**src/core/rmrc_pkg.sv**
```systemverilog
// Overview of operation
// - Sense enable bit switches temperature circuit.
// - Range bit selects high or low output.
// - Gain code 11 fourfold, 10 twofold.
// - Ready flag set after reference settles.
// - Regulator mode chosen automatically from state.
// - Awake with fast clock gives high mode.
// - Awake with low-bias oscillator gives low mode.
// - Sleep with select clear gives low mode.
// - Sleep, select set, idle gives power-save.
// - Brownout, oscillator, self-write, conversion force low in sleep.
// - Supply below core level forces tracking mode.
// - Upper six regulator control bits read zero.
package rmrc_pkg;
    localparam logic [11:0] REF_CTRL_ADDR = 12'h000;
    localparam logic [11:0] REG_CTRL_ADDR = 12'h004;
    localparam int REF_EN_BIT = 7;
    localparam int REF_RDY_BIT = 6;
    localparam int TS_EN_BIT = 5;
    localparam int TS_RNG_BIT = 4;
    localparam int SLEEP_SEL_BIT = 1;
    localparam logic [7:0] REF_CTRL_RESET = 8'h00;
    localparam logic [7:0] REG_CTRL_RESET = 8'h01;
    localparam int SETTLE_NS = 25000;
    localparam int CLK_NS = 50;
    localparam int SETTLE_CYCLES = (SETTLE_NS + CLK_NS - 1) / CLK_NS;
    localparam logic [1:0] RESP_OKAY = 2'h0;
    localparam logic [1:0] RESP_SLVERR = 2'h2;

    typedef enum logic [1:0] {RMRC_GAIN_OFF, RMRC_GAIN_X1, RMRC_GAIN_X2, RMRC_GAIN_X4} rmrc_gain_t;
    typedef enum logic [1:0] {RMRC_MODE_HIGH, RMRC_MODE_LOW, RMRC_MODE_SAVE, RMRC_MODE_TRACK}
        rmrc_mode_t;
    typedef enum logic [1:0] {RMRC_BIAS_HP, RMRC_BIAS_MP, RMRC_BIAS_LP, RMRC_BIAS_EC} rmrc_bias_t;

    typedef struct packed {
        logic sleeping;
        rmrc_bias_t bias;
        logic hfOscActive;
        logic periphActive;
        logic brownoutEn;
        logic selfWrite;
        logic convActive;
        logic supplyLow;
    } rmrc_status_t;

    typedef struct packed {
        logic refEnable;
        rmrc_gain_t gain;
        logic tempEnable;
        logic tempHighRange;
        rmrc_mode_t regMode;
    } rmrc_analog_t;
endpackage : rmrc_pkg

```
**src/core/rmrc_regulator_ctrl.sv**
```systemverilog
`timescale 1ns/10ps
`default_nettype none
module rmrc_regulator_ctrl (
    input wire logic sys_clk, // System clock, 20 MHz.
    input wire logic reset_n, // Asynchronous reset, active low.
    input wire logic clkEn, // Freezes all state while low.
    input wire logic [11:0] s_axi_awaddr, // Write address.
    input wire logic s_axi_awvalid, // Write address valid.
    output logic s_axi_awready, // Write address ready.
    input wire logic [31:0] s_axi_wdata, // Write data.
    input wire logic [3:0] s_axi_wstrb, // Write strobes.
    input wire logic s_axi_wvalid, // Write data valid.
    output logic s_axi_wready, // Write data ready.
    output logic [1:0] s_axi_bresp, // Write response.
    output logic s_axi_bvalid, // Write response valid.
    input wire logic s_axi_bready, // Write response ready.
    input wire logic [11:0] s_axi_araddr, // Read address.
    input wire logic s_axi_arvalid, // Read address valid.
    output logic s_axi_arready, // Read address ready.
    output logic [31:0] s_axi_rdata, // Read data.
    output logic [1:0] s_axi_rresp, // Read response.
    output logic s_axi_rvalid, // Read data valid.
    input wire logic s_axi_rready, // Read data ready.
    input wire rmrc_pkg::rmrc_status_t status, // Operating state of the device.
    output rmrc_pkg::rmrc_analog_t analogCtrl // Controls to the analog blocks.
);

    ////////////////////////////////////////////////////////////////////////////////
    function automatic logic hitAddr(input logic [11:0] addr, input logic [11:0] base);
        hitAddr = (addr[11:2] == base[11:2]);
    endfunction : hitAddr

    logic [7:0] refCtrl_q;
    logic [7:0] refCtrl_d;
    logic [1:0] regCtrl_q;
    logic [1:0] regCtrl_d;
    logic [15:0] settleCnt_q;
    logic [15:0] settleCnt_d;
    logic refReady_q;
    logic awHeld_q;
    logic wHeld_q;
    logic [11:0] awAddr_q;
    logic [7:0] wByte_q;
    logic wLane_q;
    logic bValid_q;
    logic [1:0] bResp_q;
    logic rValid_q;
    logic [31:0] rData_q;
    logic [1:0] rResp_q;
    rmrc_pkg::rmrc_analog_t analog_q;
    rmrc_pkg::rmrc_analog_t analog_d;
    rmrc_pkg::rmrc_mode_t mode;
    logic awReady_q;
    logic wReady_q;
    logic arReady_q;

    ////////////////////////////////////////////////////////////////////////////////
    // Address and data are taken independently; the write happens once both are held.
    wire awTake = clkEn && s_axi_awvalid && awReady_q;
    wire wTake = clkEn && s_axi_wvalid && wReady_q;
    wire doWrite = clkEn && awHeld_q && wHeld_q && !bValid_q;
    wire wrRef = doWrite && wLane_q && hitAddr(awAddr_q, rmrc_pkg::REF_CTRL_ADDR);
    wire wrReg = doWrite && wLane_q && hitAddr(awAddr_q, rmrc_pkg::REG_CTRL_ADDR);
    wire wrHit = hitAddr(awAddr_q, rmrc_pkg::REF_CTRL_ADDR)
        || hitAddr(awAddr_q, rmrc_pkg::REG_CTRL_ADDR);
    wire arTake = clkEn && s_axi_arvalid && arReady_q;
    wire rdRef = hitAddr(s_axi_araddr, rmrc_pkg::REF_CTRL_ADDR);
    wire rdReg = hitAddr(s_axi_araddr, rmrc_pkg::REG_CTRL_ADDR);
    // Hold state after this edge; readiness is derived from it so that ready is a flop output.
    wire awHeldNext = doWrite ? 1'b0 : (awTake || awHeld_q);
    wire wHeldNext = doWrite ? 1'b0 : (wTake || wHeld_q);
    wire bValidNext = doWrite || (bValid_q && !s_axi_bready);
    wire rValidNext = arTake || (rValid_q && !s_axi_rready);

    // Bits 3:2 and the ready bit are not writable and read from their own sources.
    assign refCtrl_d = wrRef ? {wByte_q[7], 1'b0, wByte_q[5:4], 2'b00, wByte_q[1:0]} : refCtrl_q;
    // Only bits 1:0 exist; upper six bits are dropped on write.
    assign regCtrl_d = wrReg ? wByte_q[1:0] : regCtrl_q;

    wire [7:0] refRead = {refCtrl_q[7], refReady_q, refCtrl_q[5:4], 2'b00, refCtrl_q[1:0]};
    wire [7:0] regRead = {6'h00, regCtrl_q};
    wire [31:0] rdWord = rdRef ? {24'h000000, refRead} : rdReg ? {24'h000000, regRead} : 32'h0;

    ////////////////////////////////////////////////////////////////////////////////
    // Settling counter restarts on every enable; disabling drops the ready flag on the next clock.
    wire refOn = refCtrl_q[rmrc_pkg::REF_EN_BIT];
    assign settleCnt_d = !refOn ? 16'h0000
        : (settleCnt_q == 16'(rmrc_pkg::SETTLE_CYCLES)) ? settleCnt_q : settleCnt_q + 16'h0001;
    wire refSettled = refOn && (settleCnt_q == 16'(rmrc_pkg::SETTLE_CYCLES));

    ////////////////////////////////////////////////////////////////////////////////
    // The reserved bit 0 is stored but never steers the mode; keeping it set is up to software.
    wire sleepSel = regCtrl_q[rmrc_pkg::SLEEP_SEL_BIT];
    wire forceLow = status.brownoutEn || status.hfOscActive || status.selfWrite
        || status.convActive;
    // Tracking wins over everything because regulation cannot hold below the core level.
    assign mode = status.supplyLow ? rmrc_pkg::RMRC_MODE_TRACK
        : !status.sleeping ? ((status.bias == rmrc_pkg::RMRC_BIAS_LP) ? rmrc_pkg::RMRC_MODE_LOW
            : rmrc_pkg::RMRC_MODE_HIGH)
        : !sleepSel ? rmrc_pkg::RMRC_MODE_LOW
        : (forceLow || status.periphActive) ? rmrc_pkg::RMRC_MODE_LOW
        : rmrc_pkg::RMRC_MODE_SAVE;

    assign analog_d.refEnable = refOn;
    assign analog_d.gain = rmrc_pkg::rmrc_gain_t'(refCtrl_q[1:0]);
    assign analog_d.tempEnable = refCtrl_q[rmrc_pkg::TS_EN_BIT];
    assign analog_d.tempHighRange = refCtrl_q[rmrc_pkg::TS_RNG_BIT];
    assign analog_d.regMode = mode;

    ////////////////////////////////////////////////////////////////////////////////
    always_ff @(posedge sys_clk or negedge reset_n)
    begin
        if (!reset_n)
        begin
            refCtrl_q <= rmrc_pkg::REF_CTRL_RESET;
            regCtrl_q <= rmrc_pkg::REG_CTRL_RESET[1:0];
            settleCnt_q <= 16'h0000;
            refReady_q <= 1'b0;
            analog_q <= '0;
        end
        else if (clkEn)
        begin
            refCtrl_q <= refCtrl_d;
            regCtrl_q <= regCtrl_d;
            settleCnt_q <= settleCnt_d;
            refReady_q <= refSettled;
            analog_q <= analog_d;
        end
    end

    always_ff @(posedge sys_clk or negedge reset_n)
    begin
        if (!reset_n)
        begin
            awHeld_q <= 1'b0;
            wHeld_q <= 1'b0;
            awAddr_q <= 12'h000;
            wByte_q <= 8'h00;
            wLane_q <= 1'b0;
            bValid_q <= 1'b0;
            bResp_q <= rmrc_pkg::RESP_OKAY;
        end
        else if (clkEn)
        begin
            if (awTake)
            begin
                awHeld_q <= 1'b1;
                awAddr_q <= s_axi_awaddr;
            end
            if (wTake)
            begin
                wHeld_q <= 1'b1;
                wByte_q <= s_axi_wdata[7:0];
                wLane_q <= s_axi_wstrb[0];
            end
            if (doWrite)
            begin
                awHeld_q <= 1'b0;
                wHeld_q <= 1'b0;
                bValid_q <= 1'b1;
                bResp_q <= wrHit ? rmrc_pkg::RESP_OKAY : rmrc_pkg::RESP_SLVERR;
            end
            else if (bValid_q && s_axi_bready)
            begin
                bValid_q <= 1'b0;
            end
        end
    end

    always_ff @(posedge sys_clk or negedge reset_n)
    begin
        if (!reset_n)
        begin
            rValid_q <= 1'b0;
            rData_q <= 32'h00000000;
            rResp_q <= rmrc_pkg::RESP_OKAY;
        end
        else if (clkEn)
        begin
            if (arTake)
            begin
                rValid_q <= 1'b1;
                rData_q <= rdWord;
                rResp_q <= (rdRef || rdReg) ? rmrc_pkg::RESP_OKAY : rmrc_pkg::RESP_SLVERR;
            end
            else if (rValid_q && s_axi_rready)
            begin
                rValid_q <= 1'b0;
            end
        end
    end

    assign s_axi_awready = awReady_q;
    assign s_axi_wready = wReady_q;
    assign s_axi_arready = arReady_q;
    assign s_axi_bvalid = bValid_q;
    assign s_axi_bresp = bResp_q;
    assign s_axi_rvalid = rValid_q;
    assign s_axi_rdata = rData_q;
    assign s_axi_rresp = rResp_q;
    assign analogCtrl = analog_q;

    // Ready strobes are registered so every output comes from a flip-flop.
    // A request seen while ready is low simply waits; nothing is dropped.
    always_ff @(posedge sys_clk or negedge reset_n)
    begin
        if (!reset_n)
        begin
            awReady_q <= 1'b0;
            wReady_q <= 1'b0;
            arReady_q <= 1'b0;
        end
        else if (clkEn)
        begin
            awReady_q <= !awHeldNext && !bValidNext;
            wReady_q <= !wHeldNext && !bValidNext;
            arReady_q <= !rValidNext;
        end
    end

    ////////////////////////////////////////////////////////////////////////////////
    property p_ts_enable;
        @(posedge sys_clk) disable iff (!reset_n)
        clkEn ##1 1'b1 |-> analogCtrl.tempEnable == $past(refCtrl_q[rmrc_pkg::TS_EN_BIT]);
    endproperty
    a_ts_enable: assert property (p_ts_enable) else $error("sensor enable mismatch");

    property p_ts_range;
        @(posedge sys_clk) disable iff (!reset_n)
        clkEn ##1 1'b1 |-> analogCtrl.tempHighRange == $past(refCtrl_q[rmrc_pkg::TS_RNG_BIT]);
    endproperty
    a_ts_range: assert property (p_ts_range) else $error("sensor range mismatch");

    property p_gain;
        @(posedge sys_clk) disable iff (!reset_n)
        clkEn ##1 1'b1 |-> analogCtrl.gain == $past(refCtrl_q[1:0]);
    endproperty
    a_gain: assert property (p_gain) else $error("gain mismatch");

    property p_ready_off;
        @(posedge sys_clk) disable iff (!reset_n)
        !refOn && clkEn |=> !refReady_q;
    endproperty
    a_ready_off: assert property (p_ready_off) else $error("ready while disabled");

    property p_track;
        @(posedge sys_clk) disable iff (!reset_n)
        status.supplyLow |-> mode == rmrc_pkg::RMRC_MODE_TRACK;
    endproperty
    a_track: assert property (p_track) else $error("tracking not chosen");

    property p_awake_low;
        @(posedge sys_clk) disable iff (!reset_n)
        !status.supplyLow && !status.sleeping && status.bias == rmrc_pkg::RMRC_BIAS_LP
            |-> mode == rmrc_pkg::RMRC_MODE_LOW;
    endproperty
    a_awake_low: assert property (p_awake_low) else $error("low bias not low mode");

    property p_force_low;
        @(posedge sys_clk) disable iff (!reset_n)
        !status.supplyLow && status.sleeping && forceLow |-> mode == rmrc_pkg::RMRC_MODE_LOW;
    endproperty
    a_force_low: assert property (p_force_low) else $error("override missed");

    property p_upper_zero;
        @(posedge sys_clk) disable iff (!reset_n)
        arTake && rdReg |=> s_axi_rdata[7:2] == 6'h00;
    endproperty
    a_upper_zero: assert property (p_upper_zero) else $error("upper bits not zero");

    property p_awake_high;
        @(posedge sys_clk) disable iff (!reset_n)
        !status.supplyLow && !status.sleeping && status.bias != rmrc_pkg::RMRC_BIAS_LP
            |-> mode == rmrc_pkg::RMRC_MODE_HIGH;
    endproperty
    a_awake_high: assert property (p_awake_high) else $error("not high mode");

    property p_sleep_low;
        @(posedge sys_clk) disable iff (!reset_n)
        !status.supplyLow && status.sleeping && !sleepSel |-> mode == rmrc_pkg::RMRC_MODE_LOW;
    endproperty
    a_sleep_low: assert property (p_sleep_low) else $error("sleep not low mode");

    property p_save;
        @(posedge sys_clk) disable iff (!reset_n)
        !status.supplyLow && status.sleeping && sleepSel && !forceLow && !status.periphActive
            |-> mode == rmrc_pkg::RMRC_MODE_SAVE;
    endproperty
    a_save: assert property (p_save) else $error("power-save missed");

    property p_mode_reg;
        @(posedge sys_clk) disable iff (!reset_n)
        clkEn |=> analogCtrl.regMode == $past(mode);
    endproperty
    a_mode_reg: assert property (p_mode_reg) else $error("mode not delivered");

    property p_ready_set;
        @(posedge sys_clk) disable iff (!reset_n)
        clkEn && refOn && settleCnt_q == 16'(rmrc_pkg::SETTLE_CYCLES)
            |=> refReady_q;
    endproperty
    a_ready_set: assert property (p_ready_set) else $error("ready not set");

    property p_ref_on;
        @(posedge sys_clk) disable iff (!reset_n)
        clkEn |=> analogCtrl.refEnable == $past(refOn);
    endproperty
    a_ref_on: assert property (p_ref_on) else $error("reference enable mismatch");

    ////////////////////////////////////////////////////////////////////////////////
    // Bus handshake checks; one write and one read are in flight at most.
    // The responses must stand until taken, or the master would lose them.
    property p_bvalid_hold;
        @(posedge sys_clk) disable iff (!reset_n)
        s_axi_bvalid && !s_axi_bready |=> s_axi_bvalid;
    endproperty
    a_bvalid_hold: assert property (p_bvalid_hold) else $error("write response dropped");

    property p_rvalid_hold;
        @(posedge sys_clk) disable iff (!reset_n)
        s_axi_rvalid && !s_axi_rready |=> s_axi_rvalid && $stable(s_axi_rdata);
    endproperty
    a_rvalid_hold: assert property (p_rvalid_hold) else $error("read data dropped");

    property p_one_write;
        @(posedge sys_clk) disable iff (!reset_n)
        s_axi_bvalid |-> !s_axi_awready && !s_axi_wready;
    endproperty
    a_one_write: assert property (p_one_write) else $error("ready during response");

    property p_slverr;
        @(posedge sys_clk) disable iff (!reset_n)
        arTake && !rdRef && !rdReg |=> s_axi_rresp == rmrc_pkg::RESP_SLVERR;
    endproperty
    a_slverr: assert property (p_slverr) else $error("unmapped read accepted");

    property p_wr_ok;
        @(posedge sys_clk) disable iff (!reset_n)
        doWrite && wrHit |=> s_axi_bvalid && s_axi_bresp == rmrc_pkg::RESP_OKAY;
    endproperty
    a_wr_ok: assert property (p_wr_ok) else $error("mapped write refused");

    c_save: cover property (@(posedge sys_clk) mode == rmrc_pkg::RMRC_MODE_SAVE);
    c_ready: cover property (@(posedge sys_clk) refReady_q);
    c_write: cover property (@(posedge sys_clk) wrReg);
    c_track: cover property (@(posedge sys_clk) mode == rmrc_pkg::RMRC_MODE_TRACK);
    c_high: cover property (@(posedge sys_clk) mode == rmrc_pkg::RMRC_MODE_HIGH);

endmodule : rmrc_regulator_ctrl
`default_nettype wire

```
**config.mk**
```make
export PLATFORM = sky130hd
export DESIGN_NAME = rmrc_regulator_ctrl
export DESIGN_NICKNAME = d
export VERILOG_FILES = /design/src/core/rmrc_pkg.sv /design/src/core/rmrc_regulator_ctrl.sv
export SDC_FILE = /design/constraint.sdc
export NUM_CORES = 1
export LEC_CHECK = 0
export BUFFER_PORTS_ARGS = -buffer_cell sky130_fd_sc_hd__buf_2
export CAP_MARGIN = 15
export CORE_ASPECT_RATIO = 1.2
export CORE_MARGIN = 2
export CORE_UTILIZATION = 35
export DETAILED_ROUTE_END_ITERATION = 12
export GPL_TIMING_DRIVEN = 0
export PLACE_DENSITY_LB_ADDON = 0.2
export SETUP_SLACK_MARGIN = 0.5
export SYNTH_ARGS = -nofsm -noshare
export SYNTH_HDL_FRONTEND = slang
export SYNTH_SLANG_ARGS = --single-unit
```
**constraint.sdc**
```tcl
create_clock -name sys_clk -period 2.11 [get_ports sys_clk]
set_clock_uncertainty 0.05 [all_clocks]
set_input_delay 0.1055 -clock sys_clk [delete_from_list [all_inputs] [get_ports sys_clk]]
set_output_delay 0.1055 -clock sys_clk [all_outputs]
set_load 0.005 [all_outputs]
```
==> metrics <==
status=finished, final reports clean; core footprint=8470 sq um; final setup vio count=0; Top delay family on crit path=simple AND/OR/NAND/NOR gates; grt ovf=0; Worst-Margin Slew=0.788 ns; Final Hold Viols=0; total leakage power=roughly 2.1 nW; GRT Overall Usage=approximately 15%; Initial Util=a little over a third; clock insertion delay at the later pin of the skew report=roughly 0.34 ns; htree depth=3; largest net degree at the start of global routing=63; area occupied by multi-input gates=1450 sq um; CTS max path bufs=2; Max stage delay cell, worst path=dfrtp_1; row cnt=37; number of routed nets with antenna violations=0; share of layout cells above drive strength 1=between 40% and 50%; CTS buffer count=9; WP data arrival=~1.9 ns; fmax=just under 0.6 GHz; # fillers=786; Power Density=about 750 nW/um^2; final core utilization=50.9%; Tcrit/Tclk final=between 80% and 90%; Mapped Cells=~270; CP bufs+invs=1; worst path cell trace=nor4_4, nand3_2, nor3_4, buf_6, mux2_1; top cell type's share of synthesized area=approximately half; vias post-DR=roughly 2400; sw power=0.904 mW; Post-synth top cells=dfrtp_1 (61), buf_4 (28), mux2_2 (22), nand2_1 (16), inv_1 (15); critical path required time=roughly 2.3 ns; vias in the first global route=between 2000 and 2500; RD Place Congestion=about 0.85; Worst VDD drop=around 0.53 mV; EDFF count, synth=0; estimated wirelength of the detail-placed design=roughly 4500 um; Final Power=3.26 mW; clock share of power=roughly a third; Power Internal=2.35 mW; Placed Instance Area=between 3000 and 4000 sq um; Max Cap Violations=0; Area Growth Syn to Fin=43.4%; antenna cells=0; register area=1550 sq um; global-route wire length before repair=approximately 11000 um; Gate power share=a little under a fifth; Pins Over Slew Limit=0; Slew HR=between 40% and 50%; sequential area share after synthesis=about half; first-pass detailed-route iteration total=4; DIE WIDTH=slightly below 90 um; setup TNS=0 ns; Synth cell types=44; TritonCTS clock tree=done; Vias/cell=roughly 4.6; R2R Setup Slk=0.42 ns; leading area contributor after synthesis=dfrtp_1; Max stage delay on crit path=around 0.41 ns; WHS=about 0.022 ns; Die Ht=roughly 110 um; crit path time final=around 1.7 ns; RSZ-0062 raised after global routing=yes; wirelength, routed=about 6700 um; drt first-iter violations=around 140; Root Driver=clkbuf_8; final instance area=about 4300 sq um; most instantiated library cell after synthesis=dfrtp_1; crit-path max FO=5; Synth Cell Area=roughly 3000 sq um; count of input and output buffers=61; most used flip-flop cell after synthesis=dfrtp_1; mean area per synthesized cell=between 10 and 15 sq um; Worst-path clk slew=about 0.070 ns; WS Path Type=reg2reg; Post-route DRC=0; Synth area leaders=dfrtp_1 (51%), mux2_2 (8.2%), buf_4 (7.0%); initial antenna violation count=0; die area=9360 sq um; ys async rst share=between 90% and 100%; wire per inst=between 10 and 15 um; Worst Setup Start Kind=flop; # IOs=around 130; Crit. End Element=flop; Yosys warning count=0; flip-flop and latch count after synthesis=just over 60; sequential power share=roughly half; # nets final=about 490; clock sinks=62; switch share=between 20% and 30%; Hold Path Class=in2reg
[power by group through the flow]
stage	Sequential, mW	Combinational (mW)	Clock (mW)
4_1_cts	1.57	0.593	1.11
2_1_floorplan	1.56	0.366	0
5_1_grt	1.62	0.672	1.16
3_5_place_dp	1.59	0.529	0
3_3_place_gp	1.59	0.518	0
6_report	1.58	0.595	1.08
[metrics by stage]
step	std cells	setup slack [ns]
floorplan	299	0.492
global placement	477	0.202
detailed placement	477	0.154
CTS	529	0.386
global route	532	0.332
finish	532	0.417
[per-layer routing]
layer / part of all wire, % / global-route usage, %
met5: 0 / 0
met3: 4.6 / 4.15
met4: 1.7 / 4.55
met2: 51 / 25.1
met1: 42 / 19.0
[cell usage in the layout, fill, tap and decap left out, types with 4 or more instances in the layout]
cell and n:
mux2i_1 6, nand4_1 5, dfrtp_1 60, dlygate4sd3_1 20, nand3_1 11, buf_2 62, nor2_1 13, o21ai_0 10
inv_1 13, clkbuf_8 10, nand2_1 16, a22o_1 4, mux2_1 4, mux2_2 22, conb_1 28, nor3_1 4
buf_4 46, xnor2_1 5
[path summary, 6_finish.rpt]
check / start / endpoint / depth (start not counted)
max: awAddr_q[7]$_DFFE_PN0P_ / refCtrl_q[1]$_DFFE_PN0P_ / 5
min: status[1] / analogCtrl[1]$_DFFE_PN0P_ / 4
max reg2reg: awAddr_q[7]$_DFFE_PN0P_ / refCtrl_q[1]$_DFFE_PN0P_ / 5
min reg2reg: refReady_q$_DFFE_PN0P_ / s_axi_rdata[6]$_DFFE_PN0P_ / 1
max in group asynchronous: reset_n / settleCnt_q[5]$_DFFE_PN0P_ / 2
min in group asynchronous: reset_n / analogCtrl[5]$_DFFE_PN0P_ / 2
[repair_timing]
item                                    in CTS  in global routing
setup buffers                               16                  3
resized for setup                           14                 26
hold endpoints to repair                    81                  0
hold buffers                                20                  0
pin swaps                                    7                 10
gates cloned                                 0                  0
endpoints found under the setup margin      22                 30
[kinds of logic (layout without fill, tap and decap cells)]
family,after synthesis,in the layout,synth area share [%]
AO/OA/AOI/OAI,38,38,8.48
buffers and inverters,50,166,9.81
adder cells (fa/ha/maj),2,2,0.831
flip-flops,62,62,51.6
other,1,28,0.125
XOR/XNOR,5,5,1.45
multiplexers,35,35,12.8
AND/OR/NAND/NOR,79,79,14.9
[worst min-delay path, cell delays in order]
cell and delay, ns:
buf_2 0.07, nor2_1 0.03, nand3_1 0.08, a31oi_1 0.09
[registers in the layout (all words and copies together) (netlist names), 2 cells and up]
name / flops
analogCtrl: 7
awAddr_q: 10
refCtrl_q: 5
regCtrl_q: 2
s_axi_rdata: 6
settleCnt_q: 16
wByte_q: 5
[final cells by class]
cell class	count	area share, %
sequential	62	36.0
multi-input combinational	187	33.6
timing repair buffer	100	15.3
buffer	35	5.60
tap	117	3.39
clock buffer	10	3.19
clock inverter	6	1.62
inverter	15	1.30
No activity file was read; power rests on OpenSTA's default activity.
